### src/include/adcr_consts.vh
`ifndef ADCR_CONSTS_VH
`define ADCR_CONSTS_VH

// Register offsets
`define ADCR_OFS_CTRL_B 8'h03
`define ADCR_OFS_RES_LO 8'h04
`define ADCR_OFS_RES_HI 8'h05
`define ADCR_OFS_CTRL_A 8'h06
`define ADCR_OFS_MUX 8'h07

// Reset values
`define ADCR_RST_BYTE 8'h00
`define ADCR_RST_RES 10'h000

// converter_control_a fields
`define ADCR_A_EN 7
`define ADCR_A_SC 6
`define ADCR_A_ATE 5
`define ADCR_A_IF 4
`define ADCR_A_IE 3
`define ADCR_A_PS 2:0

// input_multiplexer_select fields
`define ADCR_M_REF_HI 7:6
`define ADCR_M_ALIGN 5
`define ADCR_M_REF_LO 4
`define ADCR_M_CHAN 3:0

// converter_control_b fields
`define ADCR_B_BIN 7
`define ADCR_B_CME 6
`define ADCR_B_IPR 5
`define ADCR_B_TS 2:0

// Conversion lengths in converter clock cycles
`define ADCR_LEN_FIRST 5'd25
`define ADCR_LEN_NORM 5'd13

// Trigger source code for free running
`define ADCR_TS_FREE 3'h0

// Channel codes
`define ADCR_CH_DIFF_LO 4'h4
`define ADCR_CH_DIFF_HI 4'hb
`define ADCR_CH_BG 4'hc
`define ADCR_CH_GND 4'hd
`define ADCR_CH_TEMP 4'hf

// Front-end input selector codes for the four pins and the internal sources
`define ADCR_SEL_TEMP 3'h4
`define ADCR_SEL_BG 3'h5
`define ADCR_SEL_GND 3'h6
`define ADCR_SEL_NONE 3'h7
`define ADCR_SEL_PIN0 3'h0
`define ADCR_SEL_PIN2 3'h2
`define ADCR_SEL_PIN3 3'h3
`define ADCR_SEL_PIN1 3'h1

// Saturated unipolar code and zero padding
`define ADCR_SAT 10'h3ff
`define ADCR_PAD6 6'h00

`endif

### src/hdl/adcr_clk_div.v
`include "adcr_consts.vh"

module adcr_clk_div #(
  parameter W = 7
) (
  // Clock and reset
  input wire mclk,
  input wire reset,
  // Control
  input wire run,
  input wire [2:0] sel,
  // Converter clock enable
  output reg tick
);

  reg [W-1:0] cnt_reg;
  wire [2:0] shift = (sel == 3'h0) ? 3'h1 : sel;
  wire [W:0] div = {{W{1'b0}}, 1'b1} << shift;
  wire [W-1:0] last = div[W-1:0] - {{(W-1){1'b0}}, 1'b1};

  // Restarting on idle keeps the first converter cycle a full period long
  always @(posedge mclk or posedge reset) begin
    if (reset) begin
      cnt_reg <= {W{1'b0}};
      tick <= 1'b0;
    end else if (!run) begin
      cnt_reg <= {W{1'b0}};
      tick <= 1'b0;
    end else if (cnt_reg >= last) begin
      cnt_reg <= {W{1'b0}};
      tick <= 1'b1;
    end else begin
      cnt_reg <= cnt_reg + {{(W-1){1'b0}}, 1'b1};
      tick <= 1'b0;
    end
  end

endmodule

### src/hdl/adcr_top.v
`include "adcr_consts.vh"

module adcr_top #(
  parameter DIV_W = 7
) (
  // Clock and reset
  input wire mclk,
  input wire reset,
  // Register port
  input wire [7:0] reg_addr,
  input wire [7:0] reg_wdata,
  input wire reg_wr,
  input wire reg_rd,
  output wire [7:0] reg_rdata,
  // Interrupt handshake with the core
  input wire global_irq_enable,
  input wire irq_ack,
  output wire irq_req,
  // Auto-trigger sources, bit n is trigger code n
  input wire [6:1] trig_in,
  // Analog front end
  input wire [9:0] ana_value,
  input wire ana_negative,
  output wire ana_power,
  output wire ana_busy,
  output wire ana_init,
  output wire [2:0] ana_pos_sel,
  output wire [2:0] ana_neg_sel,
  output wire ana_diff,
  output wire ana_gain20,
  output wire ana_offset_cal,
  output wire [2:0] ana_ref_sel,
  output wire ana_bipolar,
  output wire ana_cmp_mux_en,
  output wire ana_pol_rev
);

  localparam ST_IDLE = 3'b001;
  localparam ST_RUN = 3'b010;
  localparam ST_DONE = 3'b100;

  reg [7:0] ctrl_b_reg;
  reg [7:0] mux_reg;
  reg en_reg, start_reg, ate_reg, flag_reg, ie_reg;
  reg [2:0] ps_reg;
  reg [9:0] result_reg;
  reg lock_reg, first_reg, irq_reg;
  reg [7:0] rdata_reg;
  reg [2:0] state_reg;
  reg [4:0] cnt_reg, len_reg;
  reg [3:0] chan_reg;
  reg [2:0] ref_reg;
  reg bin_reg;
  reg [6:1] sync1_reg, sync2_reg, sync3_reg, trig_reg;
  reg trig_prev_reg;

  wire tick;
  wire wr_a = reg_wr && (reg_addr == `ADCR_OFS_CTRL_A);
  wire wr_b = reg_wr && (reg_addr == `ADCR_OFS_CTRL_B);
  wire wr_m = reg_wr && (reg_addr == `ADCR_OFS_MUX);
  wire rd_lo = reg_rd && (reg_addr == `ADCR_OFS_RES_LO);
  wire rd_hi = reg_rd && (reg_addr == `ADCR_OFS_RES_HI);
  wire en_next = wr_a ? reg_wdata[`ADCR_A_EN] : en_reg;
  wire [2:0] ref_cur = {mux_reg[`ADCR_M_REF_HI], mux_reg[`ADCR_M_REF_LO]};
  wire [2:0] ref_new = {reg_wdata[`ADCR_M_REF_HI], reg_wdata[`ADCR_M_REF_LO]};
  wire align = mux_reg[`ADCR_M_ALIGN];
  wire [2:0] ts = ctrl_b_reg[`ADCR_B_TS];
  wire conv_end = (state_reg == ST_RUN) && tick && (cnt_reg == len_reg - 5'd1);

  adcr_clk_div #(
    .W(DIV_W)
  ) u_div (
    .mclk(mclk),
    .reset(reset),
    .run(state_reg == ST_RUN),
    .sel(ps_reg),
    .tick(tick)
  );

  // Trigger inputs come from other blocks' clocking, so three stages and agreement
  always @(posedge mclk or posedge reset) begin
    if (reset) begin
      sync1_reg <= 6'h00;
      sync2_reg <= 6'h00;
      sync3_reg <= 6'h00;
      trig_reg <= 6'h00;
    end else begin
      sync1_reg <= trig_in;
      sync2_reg <= sync1_reg;
      sync3_reg <= sync2_reg;
      trig_reg <= (sync2_reg & sync3_reg) | (trig_reg & (sync2_reg | sync3_reg));
    end
  end

  // Free running has no external edge: changing to it never fires by itself
  reg trig_level;
  always @* begin
    trig_level = 1'b0;
    if (ts != `ADCR_TS_FREE && ts != 3'h7)
      trig_level = trig_reg[ts];
  end
  wire trig_edge = trig_level && !trig_prev_reg;
  wire auto_start = ate_reg && en_reg && ((trig_edge && ts != `ADCR_TS_FREE) ||
                    (conv_end && ts == `ADCR_TS_FREE));

  // Formatting of the raw front-end value into the stored code
  reg [9:0] code;
  reg [8:0] mag;
  wire chan_diff = (chan_reg >= `ADCR_CH_DIFF_LO) && (chan_reg <= `ADCR_CH_DIFF_HI);
  always @* begin
    mag = ana_value[9:1];
    code = ana_value;
    if (chan_diff && bin_reg) begin
      if (ana_negative)
        code = ~{1'b0, mag} + 10'h001;
      else
        code = {1'b0, mag};
    end else if (chan_diff && ana_negative) begin
      code = `ADCR_SAT;
    end
  end

  // Control registers and conversion sequencing
  always @(posedge mclk or posedge reset) begin
    if (reset) begin
      ctrl_b_reg <= `ADCR_RST_BYTE;
      mux_reg <= `ADCR_RST_BYTE;
      en_reg <= 1'b0;
      start_reg <= 1'b0;
      ate_reg <= 1'b0;
      flag_reg <= 1'b0;
      ie_reg <= 1'b0;
      ps_reg <= 3'h0;
      result_reg <= `ADCR_RST_RES;
      lock_reg <= 1'b0;
      first_reg <= 1'b0;
      irq_reg <= 1'b0;
      state_reg <= ST_IDLE;
      cnt_reg <= 5'd0;
      len_reg <= `ADCR_LEN_NORM;
      chan_reg <= 4'h0;
      ref_reg <= 3'h0;
      bin_reg <= 1'b0;
      trig_prev_reg <= 1'b0;
    end else begin
      trig_prev_reg <= trig_level;
      if (wr_b)
        ctrl_b_reg <= {reg_wdata[7:5], 2'b00, reg_wdata[2:0]};
      if (wr_m)
        mux_reg <= reg_wdata;
      if (wr_a) begin
        en_reg <= reg_wdata[`ADCR_A_EN];
        ate_reg <= reg_wdata[`ADCR_A_ATE];
        ie_reg <= reg_wdata[`ADCR_A_IE];
        ps_reg <= reg_wdata[`ADCR_A_PS];
      end

      // Result pair lock across the two byte reads
      if (rd_lo)
        lock_reg <= 1'b1;
      else if (rd_hi)
        lock_reg <= 1'b0;

      case (state_reg)
        ST_IDLE: begin
          if (start_reg && en_reg) begin
            state_reg <= ST_RUN;
            cnt_reg <= 5'd0;
            chan_reg <= mux_reg[`ADCR_M_CHAN];
            ref_reg <= ref_cur;
            bin_reg <= ctrl_b_reg[`ADCR_B_BIN];
            len_reg <= first_reg ? `ADCR_LEN_FIRST : `ADCR_LEN_NORM;
            first_reg <= 1'b0;
          end
        end
        ST_RUN: begin
          if (tick)
            cnt_reg <= cnt_reg + 5'd1;
          if (conv_end)
            state_reg <= ST_DONE;
        end
        ST_DONE: begin
          state_reg <= ST_IDLE;
        end
        default: begin
          state_reg <= ST_IDLE;
        end
      endcase

      // A locked pair drops the new result but still reports completion
      if (conv_end && !lock_reg && !rd_hi)
        result_reg <= code;
      else if (conv_end && rd_hi)
        result_reg <= code;

      // Start bit: set by write of one or trigger, cleared on completion
      if (conv_end)
        start_reg <= 1'b0;
      if ((wr_a && reg_wdata[`ADCR_A_SC] && en_next) || auto_start)
        start_reg <= 1'b1;

      // Long first conversion after enabling or a reference change
      if ((wr_a && reg_wdata[`ADCR_A_EN] && !en_reg) || (wr_m && ref_new != ref_cur))
        first_reg <= 1'b1;

      // Disabling aborts everything in flight
      if (wr_a && !reg_wdata[`ADCR_A_EN]) begin
        state_reg <= ST_IDLE;
        start_reg <= 1'b0;
      end

      // Done flag: the set wins over a clear in the same cycle
      if (conv_end)
        flag_reg <= 1'b1;
      else if (irq_ack || (wr_a && reg_wdata[`ADCR_A_IF]))
        flag_reg <= 1'b0;

      irq_reg <= flag_reg && ie_reg && global_irq_enable && !irq_ack;
    end
  end

  // Read data, one cycle after the read strobe
  always @(posedge mclk or posedge reset) begin
    if (reset) begin
      rdata_reg <= `ADCR_RST_BYTE;
    end else if (reg_rd) begin
      case (reg_addr)
        `ADCR_OFS_CTRL_B: rdata_reg <= ctrl_b_reg;
        `ADCR_OFS_MUX: rdata_reg <= mux_reg;
        `ADCR_OFS_CTRL_A: rdata_reg <= {en_reg, start_reg, ate_reg, flag_reg,
                                        ie_reg, ps_reg};
        `ADCR_OFS_RES_LO: rdata_reg <= align ? {result_reg[1:0], `ADCR_PAD6}
                                             : result_reg[7:0];
        `ADCR_OFS_RES_HI: rdata_reg <= align ? result_reg[9:2]
                                             : {`ADCR_PAD6, result_reg[9:8]};
        default: rdata_reg <= `ADCR_RST_BYTE;
      endcase
    end else begin
      rdata_reg <= `ADCR_RST_BYTE;
    end
  end

  // Front-end selection decode from the latched channel
  reg [2:0] pos_d, neg_d;
  always @* begin
    pos_d = `ADCR_SEL_NONE;
    neg_d = `ADCR_SEL_NONE;
    case (chan_reg)
      4'h0, 4'h1, 4'h2, 4'h3: pos_d = {1'b0, chan_reg[1:0]};
      4'h4, 4'h5: begin
        pos_d = `ADCR_SEL_PIN2;
        neg_d = `ADCR_SEL_PIN2;
      end
      4'h6, 4'h7: begin
        pos_d = `ADCR_SEL_PIN2;
        neg_d = `ADCR_SEL_PIN3;
      end
      4'h8, 4'h9: begin
        pos_d = `ADCR_SEL_PIN0;
        neg_d = `ADCR_SEL_PIN0;
      end
      4'ha, 4'hb: begin
        pos_d = `ADCR_SEL_PIN0;
        neg_d = `ADCR_SEL_PIN1;
      end
      `ADCR_CH_BG: pos_d = `ADCR_SEL_BG;
      `ADCR_CH_GND: pos_d = `ADCR_SEL_GND;
      `ADCR_CH_TEMP: pos_d = `ADCR_SEL_TEMP;
      default: pos_d = `ADCR_SEL_NONE;
    endcase
  end

  reg [2:0] pos_reg, neg_reg;
  reg diff_reg, gain_reg, ofs_reg, init_reg;
  always @(posedge mclk or posedge reset) begin
    if (reset) begin
      pos_reg <= `ADCR_SEL_NONE;
      neg_reg <= `ADCR_SEL_NONE;
      diff_reg <= 1'b0;
      gain_reg <= 1'b0;
      ofs_reg <= 1'b0;
      init_reg <= 1'b0;
    end else begin
      pos_reg <= pos_d;
      neg_reg <= neg_d;
      diff_reg <= chan_diff;
      gain_reg <= chan_diff && chan_reg[0];
      ofs_reg <= chan_diff && (pos_d == neg_d);
      // Drops together with busy so the init marker never outlives its conversion
      init_reg <= (state_reg == ST_RUN) && !conv_end && (len_reg == `ADCR_LEN_FIRST);
    end
  end

  reg busy_reg;
  always @(posedge mclk or posedge reset) begin
    if (reset)
      busy_reg <= 1'b0;
    else
      busy_reg <= (state_reg == ST_RUN) && !conv_end;
  end

  assign reg_rdata = rdata_reg;
  assign irq_req = irq_reg;
  assign ana_power = en_reg;
  assign ana_busy = busy_reg;
  assign ana_init = init_reg;
  assign ana_pos_sel = pos_reg;
  assign ana_neg_sel = neg_reg;
  assign ana_diff = diff_reg;
  assign ana_gain20 = gain_reg;
  assign ana_offset_cal = ofs_reg;
  assign ana_ref_sel = ref_reg;
  assign ana_bipolar = bin_reg;
  assign ana_cmp_mux_en = ctrl_b_reg[`ADCR_B_CME];
  assign ana_pol_rev = ctrl_b_reg[`ADCR_B_IPR];

endmodule

### config.mk
export PLATFORM = sky130hd
export DESIGN_NAME = adcr_top
export DESIGN_NICKNAME = d
export VERILOG_FILES = /design/src/hdl/adcr_clk_div.v /design/src/hdl/adcr_top.v
export VERILOG_INCLUDE_DIRS = /design/src /design/src/include
export SDC_FILE = /design/constraint.sdc
export NUM_CORES = 1
export LEC_CHECK = 0
export BUFFER_PORTS_ARGS = -buffer_cell sky130_fd_sc_hd__buf_2
export CORE_MARGIN = 4
export CORE_UTILIZATION = 30
export DETAILED_ROUTE_END_ITERATION = 8
export PLACE_DENSITY = 0.53
export RECOVER_POWER = 25
export SETUP_SLACK_MARGIN = 0.05
export SLEW_MARGIN = 20
export SYNTH_ARGS = -nofsm -noshare
export SYNTH_HDL_FRONTEND = slang
export SYNTH_HIERARCHICAL = 1
export SYNTH_SLANG_ARGS = --single-unit
export TNS_END_PERCENT = 30
### constraint.sdc
create_clock -name mclk -period 4.2 [get_ports mclk]
set_input_delay 1.05 -clock mclk [delete_from_list [all_inputs] [get_ports mclk]]
set_output_delay 1.05 -clock mclk [all_outputs]
set_load 0.1 [all_outputs]
Yosys cells after proc, flatten, opt, wreduce, memory -nomap -nowiden. Cells that the tools add are included.

Add/subtract/negate cells: 5. Multipliers: 0. Div/mod/pow operators: 0. Order comparisons: 4. Eq/ne operators: 30. Shift operators: 1. Multiplexer cells: 38. Bitwise gates (word level): 5. Reductions and logical operators: 67.

Operators by type and width (number): $mux 10 (5); $pmux 8 s5 (1); $logic_and 1x1->1 (34); $eq 8x3->1 const B (4); $eq 4x4->1 const B (7); $mux 8 (3); $pmux 3 s6 (1); $eq 4x3->1 const B (4); $mux 1 (15); $mux 5 (3); $mux 7 (2); $and 6x6->6 (2); $mux 3 (4); $or 6x6->6 (2); $pmux 3 s4 (1); $reduce_bool 2->1 (6); $reduce_or 4->1 (3); $add 10x1->10 const B (1); $not 9->10 (1); $pmux 5 s2 (1); $ne 3x3->1 const B (3); $eq 4x2->1 const B (2); $eq 8x2->1 const B (1); $reduce_or 2->1 (4); other kinds (26) (40).

Flip-flop bits (word level): 108. Latch bits: 0. RAM bits: 0. Bits in read-only memories: 0. Bits of input ports: 39. Output and inout port bits: 27. Logic and storage cells: 183. Memories kept: 0.

Depth between registers and ports, before layout. Gate-level depths: netlist of run 1.

Word-level depth: 10. Gate-level depth with buffers: 8. Depth with buffers taken out: 7.

By module. The synthesis of run 1 kept the hierarchy.

Modules (own cells, without submodules): adcr_top (instances 1, cells an instance 393, area each 4469.3 um2, sequential area each 2437.3 um2); adcr_clk_div (instances 1, cells an instance 55, area each 554.3 um2, sequential area each 200.2 um2).

Worst setup path before layout of run 1. OpenSTA, ideal clock, no wires.

Path kind: input port to flip-flop. Start: input reg_addr[3]. End: register ctrl_b_reg[5]. Data arrival time: 2439 ps. Data required time: 4074 ps. Setup slack: 1636 ps. Stages on the path: 5. Buffers on the path: 1. Cell sequence: or4_4 -> nor2_4 -> and4b_1 -> buf_4 -> mux2_2.

Cells in the longest elaborated chain, start to end: 2.

RTL lines: start, declared (line adcr_top.v:10) `input wire [7:0] reg_addr,`; $eq 8x2->1; $logic_and 1x1->1 (line adcr_top.v:59) `` wire wr_b = reg_wr && (reg_addr == `ADCR_OFS_CTRL_B); ``; end signal, assigned (line adcr_top.v:126) `` ctrl_b_reg <= `ADCR_RST_BYTE; ``; end signal, assigned (line adcr_top.v:148) `ctrl_b_reg <= {reg_wdata[7:5], 2'b00, reg_wdata[2:0]};`; end, declared (line adcr_top.v:42) `reg [7:0] ctrl_b_reg;`.

No other way between the ends. A chain may end at the register's enable or synchronous reset.

Final worst setup path of run 1.
Start: input reg_addr[2]. End: register start_reg.

Cells in the longest elaborated chain, start to end: 7. Elaborated cells on any way between the ends: 10. Those cells by class: eq/ne: 1; mux: 3; reduce/logical: 6.

RTL lines: $eq 8x3->1 *; $logic_and 1x1->1 * (line adcr_top.v:58) `` wire wr_a = reg_wr && (reg_addr == `ADCR_OFS_CTRL_A); ``; $mux 1 or $logic_and 1x1->1 (tied branches); $logic_and 1x1->1 (line adcr_top.v:199) `` if ((wr_a && reg_wdata[`ADCR_A_SC] && en_next) || auto_start) ``; $logic_or 1x1->1 (line adcr_top.v:199); $mux 1 (line adcr_top.v:199); $mux 1 (line adcr_top.v:207) `` if (wr_a && !reg_wdata[`ADCR_A_EN]) begin ``; end signal, assigned (line adcr_top.v:198) `start_reg <= 1'b0;`; end signal, assigned (line adcr_top.v:200) `start_reg <= 1'b1;`; end signal, assigned (line adcr_top.v:209) `start_reg <= 1'b0;`; end, declared (line adcr_top.v:44) `reg en_reg, start_reg, ate_reg, flag_reg, ie_reg;`.

Every way passes the cells marked *; elsewhere a longest branch is shown, timed or not.

==> impl_summary.log, run 1 <==
INFO  metric status = completed
INFO  metric async_flop_share = 100%
INFO  metric endpoint_kind = flop
INFO  metric cts.path.max_buffers = 2
INFO  metric ctsHoldBuffers = 0
INFO  metric post_synth_main_area_contributors = sky130_fd_sc_hd__dfrtp_1, sky130_fd_sc_hd__ha_1, sky130_fd_sc_hd__dfstp_2, sky130_fd_sc_hd__nand2_1, sky130_fd_sc_hd__mux2_2
INFO  metric leakagePower = 2.73 nW
INFO  metric grt_max_degree = 85
INFO  metric rsz_0062_raised_after_global_routing = no
INFO  metric crit_slowest_cell = sky130_fd_sc_hd__nor2b_1
INFO  metric die_height = 137 microns
INFO  metric postSynth.topFlopCell = sky130_fd_sc_hd__dfrtp_1
INFO  metric numClockSinks = 105
INFO  metric clk_root_buffer_cell = sky130_fd_sc_hd__clkbuf_16
INFO  metric grt_pass1_vias = 3575
INFO  metric final-max-slew-violation-count = 0
INFO  metric synth_area = 5020 sq um
INFO  metric netlist.top_cell.by_area = sky130_fd_sc_hd__dfrtp_1
INFO  metric worst-setup-path-type = in -> reg
INFO  metric global_route.overflow_total = 0
INFO  metric worst_setup_hold_path_clk_slew = 0.07 ns
INFO  metric io_buffers = 65
INFO  metric clock_insertion_delay_worst_skew = 0.36 ns
INFO  metric cts_inserted_buffers = 9
INFO  metric postCtsResizedCells = 0
INFO  metric flip_flop_count_of_the_largest_register_all_copies_and_words_added = 10
INFO  metric synth.ff_latch_count = 105
INFO  metric timing.critical_path.slowest_cell_delay = 0.54 ns
INFO  metric cp_cell_sequence = buf_2 > nor2b_1 > nand4_2 > o21ai_0 > o22a_1
INFO  metric layout_worst_path_cycle_share = 62.0%
INFO  metric wl_per_cell = 15.6 microns
INFO  metric drt.antenna.violating_nets = 0
INFO  metric initial_util = 30.4%
INFO  metric multi_input_area = 2230 sq um
INFO  metric wl = 11400 microns
INFO  metric leading_cell_type_by_number_of_instances_after_synthesis = sky130_fd_sc_hd__dfrtp_1
INFO  metric ys_types = 70
INFO  metric drt_drc_violations_left = 0
INFO  metric power-per-cell-area = 406 nW/um^2
INFO  metric initial_antenna_violation_count = 1
INFO  metric num_rows = 47
INFO  metric finalWeightedCongestion = 0.840
INFO  metric tightest_slew = 0.774 ns
INFO  metric synth_largest_type_area_fraction = 48.3%
INFO  metric synth_edf_count = 0
INFO  metric design.die.area = 18900 sq um
INFO  metric avgViaCountPerCell = 4.89
INFO  metric drt_iter0_markers = 203
INFO  metric area_delta_synth_final = 18.0%
INFO  metric cp_max_fo = 16
INFO  metric total_vias_in_the_final_route = 3584
INFO  metric cts_post_setup_buffers_inserted = 0
INFO  metric synth_commonest_cells = sky130_fd_sc_hd__dfrtp_1, sky130_fd_sc_hd__nand2_1, sky130_fd_sc_hd__o21ai_0
INFO  metric fin_cells = 733
INFO  metric timing.final.hold_violations = 0
INFO  metric detail_route.first_pass.iterations = 4
INFO  metric timing.setup.tns = 0 ns
INFO  metric vdd.ir_drop.worst = 0.262 mV
INFO  metric place.detailed.hpwl = 8370 microns
INFO  metric number_of_instances_in_the_synthesized_netlist = 448
INFO  metric cap_viol_max_count = 0
INFO  metric boundaryPins = 66
INFO  metric worstSetupStartpointType = input port
INFO  metric cts_tree = built
INFO  metric grt_pass1_wl = 18500 microns
INFO  metric worst_path_dominant_cell_family = simple AND/OR/NAND/NOR gates
INFO  metric post_route_cells_drive_above_1_share = 25.2%
INFO  metric fmax = 384 MHz
INFO  metric final-setup-viol-count = 0
INFO  metric ys.warnings.count = 6
INFO  metric cp.arrival = 2.90 ns
INFO  metric ys_seq_area_share = 52.5%
INFO  metric grt_util_all_layers = 12.8%
INFO  metric cts_max_level = 3
INFO  metric dpl.cell_count = 716
INFO  metric finalCriticalPeriod = 2.60 ns
INFO  metric synthesis.area_per_instance = 11.2 sq um
INFO  metric die_width = 137 microns
INFO  metric slew-limit-headroom = 47.9%
INFO  metric cp_num_buf_inv = 1
INFO  metric timing.clock.skew = 0.00963 ns
INFO  metric worst-endpoint-required = 4.49 ns
INFO  metric finish.net_count = 564
INFO  metric min-delay-path-class = reg -> reg
INFO  metric core-area = 16500 sq um
INFO  metric nFillCells = 1661
INFO  metric seqCellArea = 2640 sq um
==> area by class of cell <==
class	instances	area share, %
antenna	1	0.0422
timing repair buffer	66	5.81
clock buffer	11	3.93
tap	220	4.64
multi-input combinational	305	37.6
sequential	105	44.5
clock inverter	5	2.15
inverter	20	1.29
==> path summary, 6_finish.rpt <==
kind	to	start	depth (start not counted)	slack [ns]
worst max-delay path	start_reg	reg_addr[2]	5	1.60
worst min-delay path	sync2_reg[1]	sync1_reg[1]	0	0.35
worst max register to register	result_reg[9]	state_reg[2]	5	1.75
worst min register to register	sync2_reg[1]	sync1_reg[1]	0	0.35
max in group asynchronous	ana_neg_sel[0]	reset	3	2.62
min in group asynchronous	u_div/tick	reset	2	0.64
==> per-stage QoR <==
stage | cell area, sq um | power, W | worst slack (ns) | hold slack [ns] | util, %
finish | 5930 | 0.00241 | 1.60 | 0.352 | 35.9
global route | 5930 | 0.00251 | 1.42 | 0.359 | 35.9
CTS | 5920 | 0.00244 | 1.63 | 0.353 | 35.8
detailed placement | 5560 | 0.00142 | 1.25 | 0.337 | 33.7
global placement | 5560 | 0.00141 | 1.32 | 0.332 | 33.7
floorplan | 5030 | 0.00134 | 0.630 | 0.331 | -
==> cells by family after synthesis <==
kind of cell | share of synthesized area [%]
simple gates | 14.3
flops | 52.5
compound gates | 14.2
buf+inv | 3.26
mux | 6.60
fa+ha+maj | 5.68
xor+xnor | 3.31
other cells | 0.0746
==> placed cells by master, fill, tap and decap left out, drive strengths merged, types with 4 or more instances in the layout <==
master   n
a211oi   5
a21o     4
a21oi   10
a32oi    4
and2     4
buf     65
bufinv   4
clkbuf  12
dfrtp   97
dfstp    8
ha      18
inv     19
maj3     6
mux2    23
mux2i    5
nand2   52
nand2b   4
nand3    7
nand4    7
nor2    21
nor2b    4
nor3b   11
o211ai   4
o21ai   27
o22ai   12
o31ai    5
or4      4
xnor2    9
xor2    10
==> power breakdown <==
part	total (W)	internal, W	switching, W
logic	0.000290	0.0000914	0.000199
registers	0.00110	0.00107	0.0000365
clock network	0.00101	0.000643	0.000370
==> per-layer routing <==
metal,wire length [microns],GRT usage [%],up-vias
li1,-,-,1726
met1,5330,17.2,1768
met2,5300,19.4,74
met3,591,4.38,16
met4,204,3.88,0
met5,0,0,-
Note: power is estimated with default switching activity, not from simulation.
==> run 2, diff against run 1 <==
ABC_AREA = 1   (was not set)
clock period = 2.4 ns   (was 4.2 ns; I/O delays follow)
==> run 2 against run 1 <==
Against the previous run:
- setup slack worse by 1.3 ns
- combinational power grew to 2.6 times the previous value
- routed wire length is 13% higher
- clock skew is 0.0025 ns lower
- first-iteration DRC count is 22% higher
- flip-flop and latch count stayed put
- critical endpoint is now u_div/tick
- power is 76% higher
- sequential share of layout area is 2.2 points lower
==> impl_summary.log, run 2 <==
INFO  metric tightest_slew = 1.24 ns
INFO  metric leading_cell_type_by_number_of_instances_after_synthesis = sky130_fd_sc_hd__nand2_1
INFO  metric io_buffers = 65
INFO  metric timing.clock.skew = 0.00711 ns
INFO  metric ys_seq_area_share = 49.4%
INFO  metric number_of_instances_in_the_synthesized_netlist = 633
INFO  metric synth_compound_gate_area_share = 9.75%
INFO  metric seqCellArea = 2640 sq um
INFO  metric cts_inserted_buffers = 9
INFO  metric critPathMostFrequentCell = sky130_fd_sc_hd__nand2_1
INFO  metric clock_insertion_delay_worst_skew = 0.35 ns
INFO  metric initial_antenna_violation_count = 0
INFO  metric ys_types = 42
INFO  metric total_vias_in_the_final_route = 4283
INFO  metric finish.net_count = 765
INFO  metric netlist.top_cell.by_area = sky130_fd_sc_hd__dfrtp_1
INFO  metric ys.warnings.count = 6
INFO  metric endpoint_kind = flop
INFO  metric cp_max_fo = 8
INFO  metric post_synth_main_area_contributors = sky130_fd_sc_hd__dfrtp_1, sky130_fd_sc_hd__nand2_1, sky130_fd_sc_hd__nand3_1, sky130_fd_sc_hd__inv_1, sky130_fd_sc_hd__ha_1
INFO  metric num_rows = 48
INFO  metric timing.critical_path.slowest_cell_delay = 0.44 ns
INFO  metric insertedDiodeCount = 0
INFO  metric cts_tree = built
INFO  metric main_combinational_cell_family_by_area_after_synthesis = simple AND/OR/NAND/NOR gates
INFO  metric layout_commonest_cell = sky130_fd_sc_hd__nand2_1
INFO  metric grt_pass1_vias = 4030
INFO  metric boundaryPins = 66
INFO  metric final-setup-viol-count = 0
INFO  metric layout_common_cells = sky130_fd_sc_hd__nand2_1, sky130_fd_sc_hd__dfrtp_1, sky130_fd_sc_hd__inv_1
INFO  metric synthesis.area_per_instance = 8.43 sq um
INFO  metric synth-xor-area-share = 1.48%
INFO  metric cts_max_level = 3
INFO  metric cts.path.max_buffers = 2
INFO  metric avgViaCountPerCell = 4.57
INFO  metric flip_flop_count_of_the_largest_register_all_copies_and_words_added = 10
INFO  metric worstSetupStartpointType = flop
INFO  metric grt_util_all_layers = 13.5%
INFO  metric synth_edf_count = 0
INFO  metric async_flop_share = 100%
INFO  metric timing.setup.tns = 0 ns
INFO  metric finalCriticalPeriod = 2.06 ns
INFO  metric status = completed
INFO  metric worst_path_dominant_cell_family = simple AND/OR/NAND/NOR gates
INFO  metric worst-setup-path-type = reg -> reg
INFO  metric place.detailed.hpwl = 9980 microns
INFO  metric slew-limit-headroom = 17.0%
INFO  metric wl = 12900 microns
INFO  metric leakagePower = 3.12 nW
INFO  metric rsz_0062_raised_after_global_routing = no
INFO  metric cp_num_buf_inv = 1
INFO  metric numClockSinks = 105
INFO  metric timing.final.hold_violations = 0
INFO  metric cts_post_setup_buffers_inserted = 0
INFO  metric vdd.ir_drop.worst = 0.358 mV
INFO  metric synth_mux_area_share = 0%
INFO  metric crit_slowest_cell = sky130_fd_sc_hd__dfrtp_1
INFO  metric detail_route.first_pass.iterations = 4
INFO  metric post_route_cells_drive_above_1_share = 19.9%
INFO  metric ctsHoldBuffers = 0
INFO  metric post_synth_fa_ha_maj_area_fraction = 5.34%
INFO  metric grt_pass1_wl = 21400 microns
INFO  metric grt_max_degree = 30
INFO  metric core-area = 17400 sq um
INFO  metric min-delay-path-class = in -> async
INFO  metric initial_util = 30.8%
INFO  metric postCtsResizedCells = 0
INFO  metric area_delta_synth_final = 16.9%
INFO  metric global_route.overflow_total = 0
INFO  metric layout.core_utilization = 36.0%
INFO  metric drt.antenna.violating_nets = 0
INFO  metric fmax = 485 MHz
INFO  metric finalWeightedCongestion = 0.857
INFO  metric die_width = 141 microns
INFO  metric nFillCells = 1822
INFO  metric cp.arrival = 2.31 ns
INFO  metric clk_root_buffer_cell = sky130_fd_sc_hd__clkbuf_16
INFO  metric synth.ff_latch_count = 105
INFO  metric layout_worst_path_cycle_share = 85.9%
INFO  metric drt_iter0_markers = 247
INFO  metric cp_cell_sequence = or2_2 > ha_1 > xor2_1 > ha_1 > a21oi_1 > nand2_1 > nand2_1 > nand3_2 > nand2_1 > inv_1
INFO  metric synth_largest_type_area_fraction = 45.5%
INFO  metric synth_area = 5340 sq um
INFO  metric design.die.area = 20000 sq um
INFO  metric synth_simple_gate_area_share = 27.3%
INFO  metric worst_setup_hold_path_clk_slew = 0.07 ns
INFO  metric postSynth.topFlopCell = sky130_fd_sc_hd__dfrtp_1
INFO  metric final-max-slew-violation-count = 0
INFO  metric multi_input_area = 2350 sq um
INFO  metric power-per-cell-area = 678 nW/um^2
INFO  metric drt_drc_violations_left = 0
INFO  metric cap_viol_max_count = 0
INFO  metric worst-endpoint-required = 2.65 ns
INFO  metric die_height = 141 microns
INFO  metric wl_per_cell = 13.8 microns
INFO  metric synth_commonest_cells = sky130_fd_sc_hd__nand2_1, sky130_fd_sc_hd__dfrtp_1, sky130_fd_sc_hd__inv_1
-- run 2: kinds of logic after synthesis --
logic type | count (synthesis)
AO/OA/AOI/OAI | 83
buffers and inverters | 84
flip-flops | 105
other | 1
XOR/XNOR | 9
AND/OR/NAND/NOR | 327
adder cells (fa/ha/maj) | 24
-- run 2: path summary, 6_finish.rpt --
kind	start	to	slack, ns	depth (start not counted)
max	ps_reg[1]	u_div/tick	0.34	10
min	reset	u_div/cnt_reg[3]	0.18	2
max reg2reg	ps_reg[1]	u_div/tick	0.34	10
min reg2reg	sync1_reg[6]	sync2_reg[6]	0.35	0
max in group asynchronous	reset	chan_reg[2]	0.76	3
min in group mclk	trig_in[3]	sync1_reg[3]	0.35	1
-- run 2: power breakdown --
part | switching (W) | total, W | internal [W]
registers | 0.0000841 | 0.00200 | 0.00191
logic | 0.000553 | 0.000748 | 0.000195
clock network | 0.000675 | 0.00149 | 0.000815
total | 0.00131 | 0.00423 | 0.00292
-- run 2: routing by layer --
layer / share of wire [%] / vias up / GRT usage [%] / wire length (microns)
met1: 48 / 1998 / 18.3 / 6220
li1: - / 2193 / - / -
met4: 2.0 / 0 / 5.15 / 254
met5: 0 / - / 0 / 0
met3: 3.7 / 15 / 2.33 / 477
met2: 46 / 77 / 21.6 / 5960
-- run 2: final cells by class --
class	instances	area share, %
multi-input cells	445	37.6
flip-flops and latches	105	42.3
well taps	225	4.51
inverters	73	4.41
clock inverters	6	1.08
repair buffers	74	6.43
clock buffers	10	3.67
-- run 2: per-stage QoR --
| stage | instances | instance area, sq um | total power [W] | setup slack, ns | hold WS (ns) |
|---|---|---|---|---|---|
| 2_1_floorplan | 634 | 5350 | 0.00259 | 0.475 | 0.331 |
| 3_3_place_gp | 922 | 5960 | 0.00279 | 0.319 | 0.333 |
| 3_5_place_dp | 922 | 5960 | 0.00279 | 0.329 | 0.336 |
| 4_1_cts | 938 | 6260 | 0.00430 | 0.325 | 0.200 |
| 5_1_grt | 938 | 6240 | 0.00445 | 0.151 | 0.205 |
| 6_report | 938 | 6240 | 0.00423 | 0.338 | 0.181 |
